## src/olc_pkg.sv

```systemverilog
// package for the octal low-side output control block
package olc_pkg;
   // timing
   localparam int CLK_HZ = 100000000;
   localparam int RETRY_US = 1200;
   localparam int RETRY_CYCLES = RETRY_US * (CLK_HZ / 1000000);
   localparam int RETRY_W = 18;
   // geometry
   localparam int NCH = 8;
   localparam int GRP = 4;
   localparam int NGRP = 2;
   // register map (byte addresses)
   localparam logic [11:0] ADDR_COMMAND = 12'h000;
   localparam logic [11:0] ADDR_CONTROL = 12'h004;
   localparam logic [11:0] ADDR_STATE = 12'h008;
   localparam logic [11:0] ADDR_IRQ_STATUS = 12'h00C;
   localparam logic [11:0] ADDR_IRQ_MASK = 12'h010;
   // control register fields and reset values
   localparam int CTRL_RESET_BIT = 0;
   localparam int CTRL_ENABLE_N_BIT = 1;
   localparam logic [1:0] CTRL_RESET_VAL = 2'h3;
   localparam logic [7:0] CMD_RESET_VAL = 8'h00;
   localparam logic [3:0] MASK_RESET_VAL = 4'h0;
   // irq status layout: [1:0] overcurrent per group, [3:2] thermal per group
   localparam int IRQ_OC_LSB = 0;
   localparam int IRQ_TH_LSB = 2;
   // per-channel protection state
   typedef enum logic [1:0] {
      OLC_CH_OFF = 2'b00,
      OLC_CH_ON = 2'b01,
      OLC_CH_TRIP = 2'b10
   } olc_ch_state_t;
   // field-side sense inputs
   typedef struct packed {
      logic [7:0] overcurrent;
      logic [1:0] overtemp;
      logic field_supply_ok;
   } olc_sense_t;
endpackage

```

## src/olc_output_control.sv

```systemverilog
// octal low-side output control: apb registers, channel drive and fault handling
`timescale 1ns/10ps
// port overview:
// apb slave side: psel, penable, pwrite, paddr, pwdata in; prdata, pready, pslverr out
// sense: field-side overcurrent per channel, overtemperature per group, supply present
// switch_on: one bit per channel, high while its low-side switch pulls the load low
// group_a_fault_n: low while channels 0-3 have a trip, or while their die is hot and the module is active
// group_b_fault_n: low while channels 4-7 have a trip, or while their die is hot and the module is active
// irq: level, high while any unmasked sticky event bit is set
// all inputs are taken as synchronous to clk; the host side must
// synchronise the fault lines itself if it runs on another clock
// reset is synchronous and active high; it parks every switch off
// and loads the control register with both host lines high
// the retry wait is a parameter so a bench can shorten it
module olc_output_control #(
   parameter int RETRY_CYCLES = olc_pkg::RETRY_CYCLES
) (
   input wire logic clk,
   input wire logic reset,
   input wire logic psel,
   input wire logic penable,
   input wire logic pwrite,
   input wire logic [11:0] paddr,
   input wire logic [31:0] pwdata,
   output logic [31:0] prdata,
   output logic pready,
   output logic pslverr,
   input wire olc_pkg::olc_sense_t sense,
   output logic [7:0] switch_on,
   output logic group_a_fault_n,
   output logic group_b_fault_n,
   output logic irq
);
   // register map in short:
   // command: one on/off bit per channel, only acted on while active
   // control: bit 0 is the driver reset level, bit 1 the active-low enable
   // state: read-only view of switch_on and the two internal group faults
   // irq status: sticky, write one to clear; overcurrent per group below,
   // overtemperature per group above
   // irq mask: same layout as irq status, all masked after reset
   // unmapped offsets read zero and swallow writes without an error,
   // so a host that probes the map never sees pslverr
   // the control register stands in for the two host pins; its reset
   // value of both lines high is the safe floating-pin level
   // register state
   logic [7:0] cmd, next_cmd; // per-channel on/off commands
   logic [1:0] ctrl, next_ctrl; // driver_reset_pin and drive_enable_n
   logic [3:0] irq_status, next_irq_status; // sticky events
   logic [3:0] irq_mask, next_irq_mask; // interrupt enables
   logic [31:0] next_prdata;
   // channel state
   olc_pkg::olc_ch_state_t ch_state [olc_pkg::NCH];
   olc_pkg::olc_ch_state_t next_ch_state [olc_pkg::NCH];
   logic [olc_pkg::RETRY_W-1:0] ch_timer [olc_pkg::NCH];
   logic [olc_pkg::RETRY_W-1:0] next_ch_timer [olc_pkg::NCH];
   logic [7:0] next_switch_on;
   logic [1:0] grp_fault, next_grp_fault; // active-high internal fault per group
   logic driver_reset_pin; // driver reset level
   logic drive_enable_n; // active-low enable level
   logic active; // module allowed to switch
   logic wr_en; // apb write strobe
   logic rd_en; // apb read strobe
   logic [7:0] trip_evt; // new overcurrent cut-off this cycle
   localparam logic [olc_pkg::RETRY_W-1:0] RETRY_LAST =
      olc_pkg::RETRY_W'(RETRY_CYCLES - 1);

   // address decode, shared by read and write paths
   function automatic logic hit(input logic [11:0] a, input logic [11:0] r);
      hit = (a == r);
   endfunction

   // group index of a channel
   function automatic int grp_of(input int ch);
      grp_of = ch / olc_pkg::GRP;
   endfunction

   // bus timing: a transfer always takes two cycles
   // setup cycle: read data is captured from the live registers
   // access cycle: pready is already high, so a write lands here
   // capturing reads in setup costs a flop stage but keeps prdata
   // registered, which avoids a long path from the decode to the pins
   // limitation: a read of state returns the value of the setup cycle,
   // one cycle older than the access edge
   // zero-wait apb slave: answer in the first access cycle
   assign pready = 1'b1;
   assign pslverr = 1'b0;
   assign wr_en = psel && penable && pwrite;
   assign rd_en = psel && !penable && !pwrite;

   assign driver_reset_pin = ctrl[olc_pkg::CTRL_RESET_BIT];
   assign drive_enable_n = ctrl[olc_pkg::CTRL_ENABLE_N_BIT];
   // gate switching on both control lines
   assign active = !driver_reset_pin && !drive_enable_n;

   // next values of the software-visible registers
   // order inside this process matters: the write-one-to-clear comes
   // first and the event sets come after, so an event that falls in the
   // same cycle as a clear is never lost
   // overtemperature sets its sticky bit even while the module is idle,
   // so software can see a hot die before it enables the drivers
   // read data is only recomputed on a read setup and otherwise held,
   // which keeps prdata stable through the access cycle
   // register file next values
   always_comb begin
      next_cmd = cmd;
      next_ctrl = ctrl;
      next_irq_mask = irq_mask;
      next_irq_status = irq_status;
      next_prdata = prdata;
      // write-one-to-clear first, so events below win
      if (wr_en) begin
         if (hit(paddr, olc_pkg::ADDR_COMMAND)) begin
            next_cmd = pwdata[7:0];
         end
         if (hit(paddr, olc_pkg::ADDR_CONTROL)) begin
            next_ctrl = pwdata[1:0];
         end
         if (hit(paddr, olc_pkg::ADDR_IRQ_MASK)) begin
            next_irq_mask = pwdata[3:0];
         end
         if (hit(paddr, olc_pkg::ADDR_IRQ_STATUS)) begin
            next_irq_status = irq_status & ~pwdata[3:0];
         end
      end
      // sticky events: overcurrent trips and overtemperature per group
      for (int g = 0; g < olc_pkg::NGRP; g++) begin
         if (|trip_evt[g*olc_pkg::GRP +: olc_pkg::GRP]) begin
            next_irq_status[olc_pkg::IRQ_OC_LSB + g] = 1'b1;
         end
         if (sense.overtemp[g]) begin
            next_irq_status[olc_pkg::IRQ_TH_LSB + g] = 1'b1;
         end
      end
      // read data sampled in setup, held through access
      if (rd_en) begin
         next_prdata = 32'h0000_0000;
         if (hit(paddr, olc_pkg::ADDR_COMMAND)) begin
            next_prdata[7:0] = cmd;
         end else if (hit(paddr, olc_pkg::ADDR_CONTROL)) begin
            next_prdata[1:0] = ctrl;
         end else if (hit(paddr, olc_pkg::ADDR_STATE)) begin
            next_prdata[7:0] = switch_on;
            next_prdata[9:8] = grp_fault;
         end else if (hit(paddr, olc_pkg::ADDR_IRQ_STATUS)) begin
            next_prdata[3:0] = irq_status;
         end else if (hit(paddr, olc_pkg::ADDR_IRQ_MASK)) begin
            next_prdata[3:0] = irq_mask;
         end
      end
   end

   // register file flops
   always_ff @(posedge clk) begin
      if (reset) begin
         cmd <= olc_pkg::CMD_RESET_VAL;
         ctrl <= olc_pkg::CTRL_RESET_VAL;
         irq_mask <= olc_pkg::MASK_RESET_VAL;
         irq_status <= 4'h0;
         prdata <= 32'h0000_0000;
      end else begin
         cmd <= next_cmd;
         ctrl <= next_ctrl;
         irq_mask <= next_irq_mask;
         irq_status <= next_irq_status;
         prdata <= next_prdata;
      end
   end

   // level interrupt from unmasked sticky bits
   assign irq = |(irq_status & irq_mask);

   // each channel runs its own small machine:
   // off: switch open, waits for its command bit to go high
   // on: switch closed; an overcurrent trips it at once, a low command
   // opens it again
   // trip: switch open and the group fault held; a timer counts the
   // retry wait, after which the channel follows its command again
   // a persisting short therefore re-trips one cycle after each retry,
   // which keeps the fault line low apart from that single cycle
   // leaving the active state or losing the field supply drops every
   // channel to off and clears its timer, whatever the timer shows
   // overtemperature does not change the machine; it only masks the
   // switch, so the group resumes by itself once the die has cooled
   // per-channel protection machines
   generate
      for (genvar c = 0; c < olc_pkg::NCH; c++) begin : g_ch
         always_comb begin
            next_ch_state[c] = ch_state[c];
            next_ch_timer[c] = ch_timer[c];
            trip_evt[c] = 1'b0;
            next_switch_on[c] = 1'b0;
            // reset or supply loss clears fault and timer
            if (!active || !sense.field_supply_ok) begin
               next_ch_state[c] = olc_pkg::OLC_CH_OFF;
               next_ch_timer[c] = '0;
            end else begin
               case (ch_state[c])
                  olc_pkg::OLC_CH_OFF: begin
                     if (cmd[c]) begin
                        next_ch_state[c] = olc_pkg::OLC_CH_ON;
                     end
                  end
                  olc_pkg::OLC_CH_ON: begin
                     if (sense.overcurrent[c]) begin
                        next_ch_state[c] = olc_pkg::OLC_CH_TRIP;
                        next_ch_timer[c] = '0;
                        trip_evt[c] = 1'b1;
                     end else if (!cmd[c]) begin
                        next_ch_state[c] = olc_pkg::OLC_CH_OFF;
                     end
                  end
                  olc_pkg::OLC_CH_TRIP: begin
                     if (ch_timer[c] == RETRY_LAST) begin
                        next_ch_timer[c] = '0;
                        next_ch_state[c] = cmd[c] ? olc_pkg::OLC_CH_ON : olc_pkg::OLC_CH_OFF;
                     end else begin
                        next_ch_timer[c] = ch_timer[c] + 1'b1;
                     end
                  end
                  default: begin
                     next_ch_state[c] = olc_pkg::OLC_CH_OFF;
                  end
               endcase
            end
            if (next_ch_state[c] == olc_pkg::OLC_CH_ON && !sense.overtemp[grp_of(c)]) begin
               next_switch_on[c] = 1'b1;
            end
         end

         // channel flops
         always_ff @(posedge clk) begin
            if (reset) begin
               ch_state[c] <= olc_pkg::OLC_CH_OFF;
               ch_timer[c] <= '0;
            end else begin
               ch_state[c] <= next_ch_state[c];
               ch_timer[c] <= next_ch_timer[c];
            end
         end
      end
   endgenerate

   // group fault is computed from the next channel states, so the fault
   // flop and the switch flop change on the same edge and the host never
   // sees an open switch without its fault or the other way round
   // overtemperature only raises the fault while the module is active;
   // an idle module has nothing switched that could be harmed
   // group fault: any tripped channel or overtemperature
   always_comb begin
      for (int g = 0; g < olc_pkg::NGRP; g++) begin
         next_grp_fault[g] = sense.overtemp[g] && active;
         for (int k = 0; k < olc_pkg::GRP; k++) begin
            // fault line falls with the cut-off
            if (next_ch_state[g*olc_pkg::GRP + k] == olc_pkg::OLC_CH_TRIP) begin
               next_grp_fault[g] = 1'b1;
            end
         end
      end
   end

   // switch and fault outputs come straight from flops, so no glitch
   // from the decode logic can reach a power switch or a fault pin
   // output flops; outputs off during reset
   always_ff @(posedge clk) begin
      if (reset) begin
         switch_on <= 8'h00;
         grp_fault <= 2'h0;
      end else begin
         switch_on <= next_switch_on;
         grp_fault <= next_grp_fault;
      end
   end

   // the internal faults are active high for easy or-ing; the pins are
   // inverted here so that an idle or reset module shows both lines high
   // one active-low fault per group
   assign group_a_fault_n = !grp_fault[0];
   assign group_b_fault_n = !grp_fault[1];
endmodule

```

## config.mk

```make
export PLATFORM = sky130hd
export DESIGN_NAME = olc_output_control
export DESIGN_NICKNAME = d
export VERILOG_FILES = /design/src/olc_pkg.sv /design/src/olc_output_control.sv
export SDC_FILE = /design/constraint.sdc
export NUM_CORES = 1
export LEC_CHECK = 0
export BUFFER_PORTS_ARGS = -buffer_cell sky130_fd_sc_hd__buf_4
export CAP_MARGIN = 5
export CORE_UTILIZATION = 60
export CTS_BUF_LIST = sky130_fd_sc_hd__clkbuf_8
export DETAILED_ROUTE_END_ITERATION = 16
export PLACE_DENSITY_LB_ADDON = 0.12
export SLEW_MARGIN = 40
export SYNTH_ARGS = -nofsm -noshare
export SYNTH_HDL_FRONTEND = slang
export SYNTH_SLANG_ARGS = --single-unit
```

## constraint.sdc

```tcl
create_clock -name clk -period 5.25 [get_ports clk]
set_input_delay 1.05 -clock clk [delete_from_list [all_inputs] [get_ports clk]]
set_output_delay 1.05 -clock clk [all_outputs]
set_load 0.01 [all_outputs]
```

# Word level (Yosys, flattened, before mapping)
# Memories as Yosys holds them, arrays and structs flattened.
# Cells that the tools add are included.
# totals
input_bits,60
n_memories,2
elab_cells,297
regBits,38
ramBits,160
output_inout_bits,45
# memory_table
memory,depth,word_bits,rd,rd_clocked_by_memory_dff,write_ports,line,text
ch_timer,8,18,8,0,8,olc_output_control.sv:54,logic [olc_pkg::RETRY_W-1:0] ch_timer [olc_pkg::NCH];
ch_state,8,2,8,0,8,olc_output_control.sv:52,olc_pkg::olc_ch_state_t ch_state [olc_pkg::NCH];
# op_classes
muxes,161
n_eq_ne,44
n_reduce_logical,53
n_addsub,8
bitwise_logic,19
# op_table
op,n
18-bit two-way mux,32
18-bit one-hot mux with 2 select lines,8
18-bit by 1-bit adder with 18-bit output (second input constant),8
18-bit by 17-bit equality test with 1-bit output (second input constant),8
2-bit two-way mux,50
1-bit two-way mux,55
2-bit one-hot mux with 3 select lines,8
2-bit by 1-bit equality test with 1-bit output (second input constant),16
2-bit equality test (second input constant),16
12-bit by 4-bit equality test with 1-bit output (second input constant),2
4-bit two-way mux,5
2-bit logical NOT,8
8-bit two-way mux,2
1-bit OR,16
2-bit nonzero test,8
1-bit logical AND,15
2-bit AND reduction,7
12-bit by 3-bit equality test with 1-bit output (second input constant),1
12-bit by 5-bit equality test with 1-bit output (second input constant),1
12-bit logical NOT,1
4-bit OR reduction,3
1-bit logical NOT,10
4-bit AND,2
6-bit two-way mux,1
2 further kinds,2

# Depth between registers and ports, before layout
# depth
ltp_word,10
mapped_depth,8
mapped_depth_nobuf,6

# Least setup slack after synthesis
# No wires, ideal clock.
# synth_timing
path_kind,input port to flip-flop
startpoint,input port paddr[7]
endpoint,register cmd[7]
slack_ps,2681
t_arrival_ps,2442
setup_ps,128
stages,5
cell_sequence,or4_4 > nor4_2 > nand2_1 > mux2i_1 > nor2_1
# synth_between
elab_chain_len,2
# synth_lines
element,line,text
start: declaration,olc_output_control.sv:23,"input wire logic [11:0] paddr,"
12-bit logical NOT,olc_output_control.sv:69,hit = (a == r);
2-bit AND reduction (no line),n/a,
end signal: assignment,olc_output_control.sv:155,cmd <= olc_pkg::CMD_RESET_VAL;
end signal: assignment,olc_output_control.sv:161,cmd <= next_cmd;
end: declaration,olc_output_control.sv:46,"logic [7:0] cmd, next_cmd;"
# No other way between the ends.
# A chain may end at the register's enable or synchronous reset.

==> summary.md <==
| Metric | Value |
|---|---|
| Status | completed |
| R2r startpoint | ch_timer[0][0] |
| Buffers and inverters on the worst path | 2 |
| Initial DRC Count | 640 |
| LEAKAGE | ~3.6 nW |
| Ys flop type | dfxtp_1 |
| Vias after detailed routing | 9,579 |
| Die area | 0.01783 mm^2 |
| Setup CP Type | in -> reg |
| # resized after CTS | 0 |
| Ys async rst share | 0% |
| Worst hold endpoint | prdata[1] |
| Postcts setup bufs | 0 |
| Vias in the first global route | 8,382 |
| Comb pwr share | approximately 2.1% |
| Slowest library cell on the worst path | nand2_4 |
| CTS tree | built |
| Cell Rows | 47 |
| HPWL after detailed placement | ~16,000 um |
| Hold buffers post-CTS | 0 |
| Num CTS Buffers | 17 |
| Crit path max-delay family | simple AND/OR/NAND/NOR gates |
| Hold slack final | ~0.46 ns |
| YS warnings | 0 |
| Final setup fails | 0 |
| Max IR drop VDD | 217.3 uV |
| Synth-to-layout area growth | 7.305% |
| Reg clk slew, reported paths | 0.10 ns |
| Mean number of vias per cell | around 6.3 |
| Crit-path max FO | 67 |
| CP startpoint kind | input port |
| Int Power | 1.907 mW |
| Synth unique cells | 76 |
| Initial core utilization | around three fifths |
| Worst skew pair latency | 0.49 ns |
| Initial DRT Pass Iterations | 5 |
| Area leader, netlist | dfxtp_1 |
| Clock skew | 0.01401 ns |
| Worst-path cell chain | buf_4 > nor3_1 > nand2_4 > buf_4 > nor3_1 > nand3_1 > o21ai_0 |
| Top cells by area, synth | dfxtp_1, a311oi_1, nand2_1, a21oi_1, nand3_1 |
| Slew HR | 41.12% |
| Worst min-delay path startpoint | prdata[1] |
| R2R Path End | ch_timer[0][7] |
| Sequential element share of the synthesized area | around two fifths |
| GP Congestion | about 0.86 |
| Avg Synthesized Cell Area | 8.166 um^2 |
| PwrDens | approximately 220 mW/mm^2 |
| Most common cell after layout, fill and taps aside | dfxtp_1 |
| Initial antenna violation count | 0 |
| CP Data Arrival Time | 3.16 ns |
| Crit end category | register |
| Die height | ~130 um |
| Final worst path period share | between 50 and 60% |
| Fin. max-slew vios | 0 |
| Net Switching | 0.5786 mW |
| GRT Resource Usage Total | a little over a quarter |
| Antenna diode count | 0 |
| Post-DRT Antenna Nets | 0 |
| Number of flops mapped to enable cells by yosys | 0 |
| Yosys top cell area share | a little under two fifths |
| H-tree levels | 4 |
| Cells after synthesis | around 1,300 |
| Synth Register Bits | between 150 and 200 |
| Post-Syn Area | 0.01038 mm^2 |
| R2R Setup Slk | roughly 2.8 ns |
| Max Cap Viol | 0 |
| Worst-Margin Slew | 0.8832 ns |
| Clk buf depth | 2 |
| Core area | ~0.017 mm^2 |
| Fmax | 364.8 MHz |
| Ports | between 100 and 150 |
| Final hold vios | 0 |
| Clk sink count | between 150 and 200 |
| Die Wd | around 130 um |
| Hold Path Class | reg -> reg |
| R2r worst-path depth | 7 |
| RSZ-0062 raised after global routing | false |
| Drt drc | 0 |
| Max incr delay on CP | between 0.5 and 0.6 ns |
| Clock power share | 37.4% |
| Tmin final | around 2.7 ns |
| Layout cells sized above 1 | 9.815% |
| Final Net Count | 1,351 |
| Most frequent cells in the layout | dfxtp_1, nand2_1, nor2_1, a21oi_1, nand3_1 |
| Switching Fraction | between 20% and 30% |
| Final Util | approximately two thirds |
| WP data required | 5.66 ns |
| Largest net degree at the start of global routing | 68 |
| IO Port Bufs | 56 |
| TNS Setup | 0 ns |
| Sequential share of power | 60.4% |
| First-pass GRT wire length | approximately 40,000 um |
| Routed len/inst | roughly 16 um |
| WL final | 23,940 um |
| CTS root buffer | clkbuf_8 |
| Overflow after GRT | 0 |
| Hold Crit Depth | 2 |
## power by group through the flow
stage,Combinational (mW),Sequential (mW),Clock [mW]
floorplan,0.0368,1.54,0
global placement,0.0518,1.54,0
CTS,0.0523,1.50,0.944
global route,0.0578,1.50,1.01
finish,0.0530,1.50,0.931
detailed placement,0.0520,1.54,0
## final cells by class
cell class	instances	area, um^2
clock inverter	12	103.9
sequential	198	3964
timing repair buffer	64	484.2
tap	220	275.3
inverter	20	75.07
fill	1441	5623
clock buffer	18	247.7
multi-input combinational	982	5987
## worst register-to-register path, cell delays in order (launching register included)
cell,delay (ns)
dfxtp_1,0.42
ha_1,0.25
nand4_1,0.26
nor4_1,0.57
a21oi_2,0.24
buf_4,0.29
a41oi_1,0.23
a311oi_1,0.07
## cell families (layout without fill, tap and decap cells)
group	count (synthesis)	after routing	synth area share, %
fa+ha+maj	8	8	0.9645
flops	198	198	38.19
compound gates	349	349	22.94
buf+inv	113	114	5.353
xor+xnor	10	10	0.8439
simple gates	564	564	28.96
mux	27	27	2.676
other cells	2	24	0.07236
## cell usage after synthesis, types with 5 or more instances
library cell,count
mux2_2,6
ha_1,8
clkbuf_1,45
nand2_1,138
a21oi_1,93
inv_1,20
nand3b_1,16
o211ai_1,5
a311oi_1,69
o211a_1,6
xor2_1,9
nor4b_1,5
nor3b_1,8
buf_4,25
o22a_1,5
nor2_1,106
a22oi_1,19
buf_2,18
a41oi_1,20
and3_1,31
dfxtp_1,198
o21ai_0,40
a21oi_2,6
mux2i_1,21
nor2b_1,12
and3b_1,7
and2_1,18
a211oi_1,8
a31oi_1,26
o21ai_1,16
nand4_1,28
and4_1,9
nand3_1,80
nor3_1,28
nor4_1,11
nand2b_1,27
## sequential cells by signal, summed over array words and instances, names as in the netlist
register and flops:
irq_status 4, ch_state 16, ch_timer 144, grp_fault 2, cmd 8, switch_on 8
ctrl 2, prdata 10, irq_mask 4
## stage by stage
stage               setup slack, ns  std cells  area [um^2]  power [mW]
finish                        2.509       1514        11140       2.486
global route                  2.301       1514        11140       2.572
CTS                           2.546       1513        11110       2.499
detailed placement            2.021       1483        10760       1.590
global placement              2.093       1483        10740       1.589
floorplan                     2.681       1293        10460       1.574
## routing by layer
metal	share of wire (%)	up-vias	global-route usage [%]
li1	-	4769	-
met1	48	4543	37.26
met2	45	230	41.87
met3	5.2	37	5.365
met4	1.5	0	8.712
met5	0	-	0
## how the worst max path moves through the flow
| stage | start | to | slack [ns] | depth (start not counted) |
|---|---|---|---|---|
| after floorplan | paddr[7] | cmd[7] | 2.68 | 5 |
| after global placement | reset | ch_timer[0][16] | 2.09 | 7 |
| after detailed placement | reset | ch_timer[1][70] | 2.02 | 7 |
| after CTS | reset | ch_timer[1][70] | 2.55 | 7 |
| after global routing | reset | ch_timer[1][70] | 2.30 | 7 |
| final | reset | ch_timer[1][70] | 2.51 | 7 |
Power figures use the tool's default switching activity.
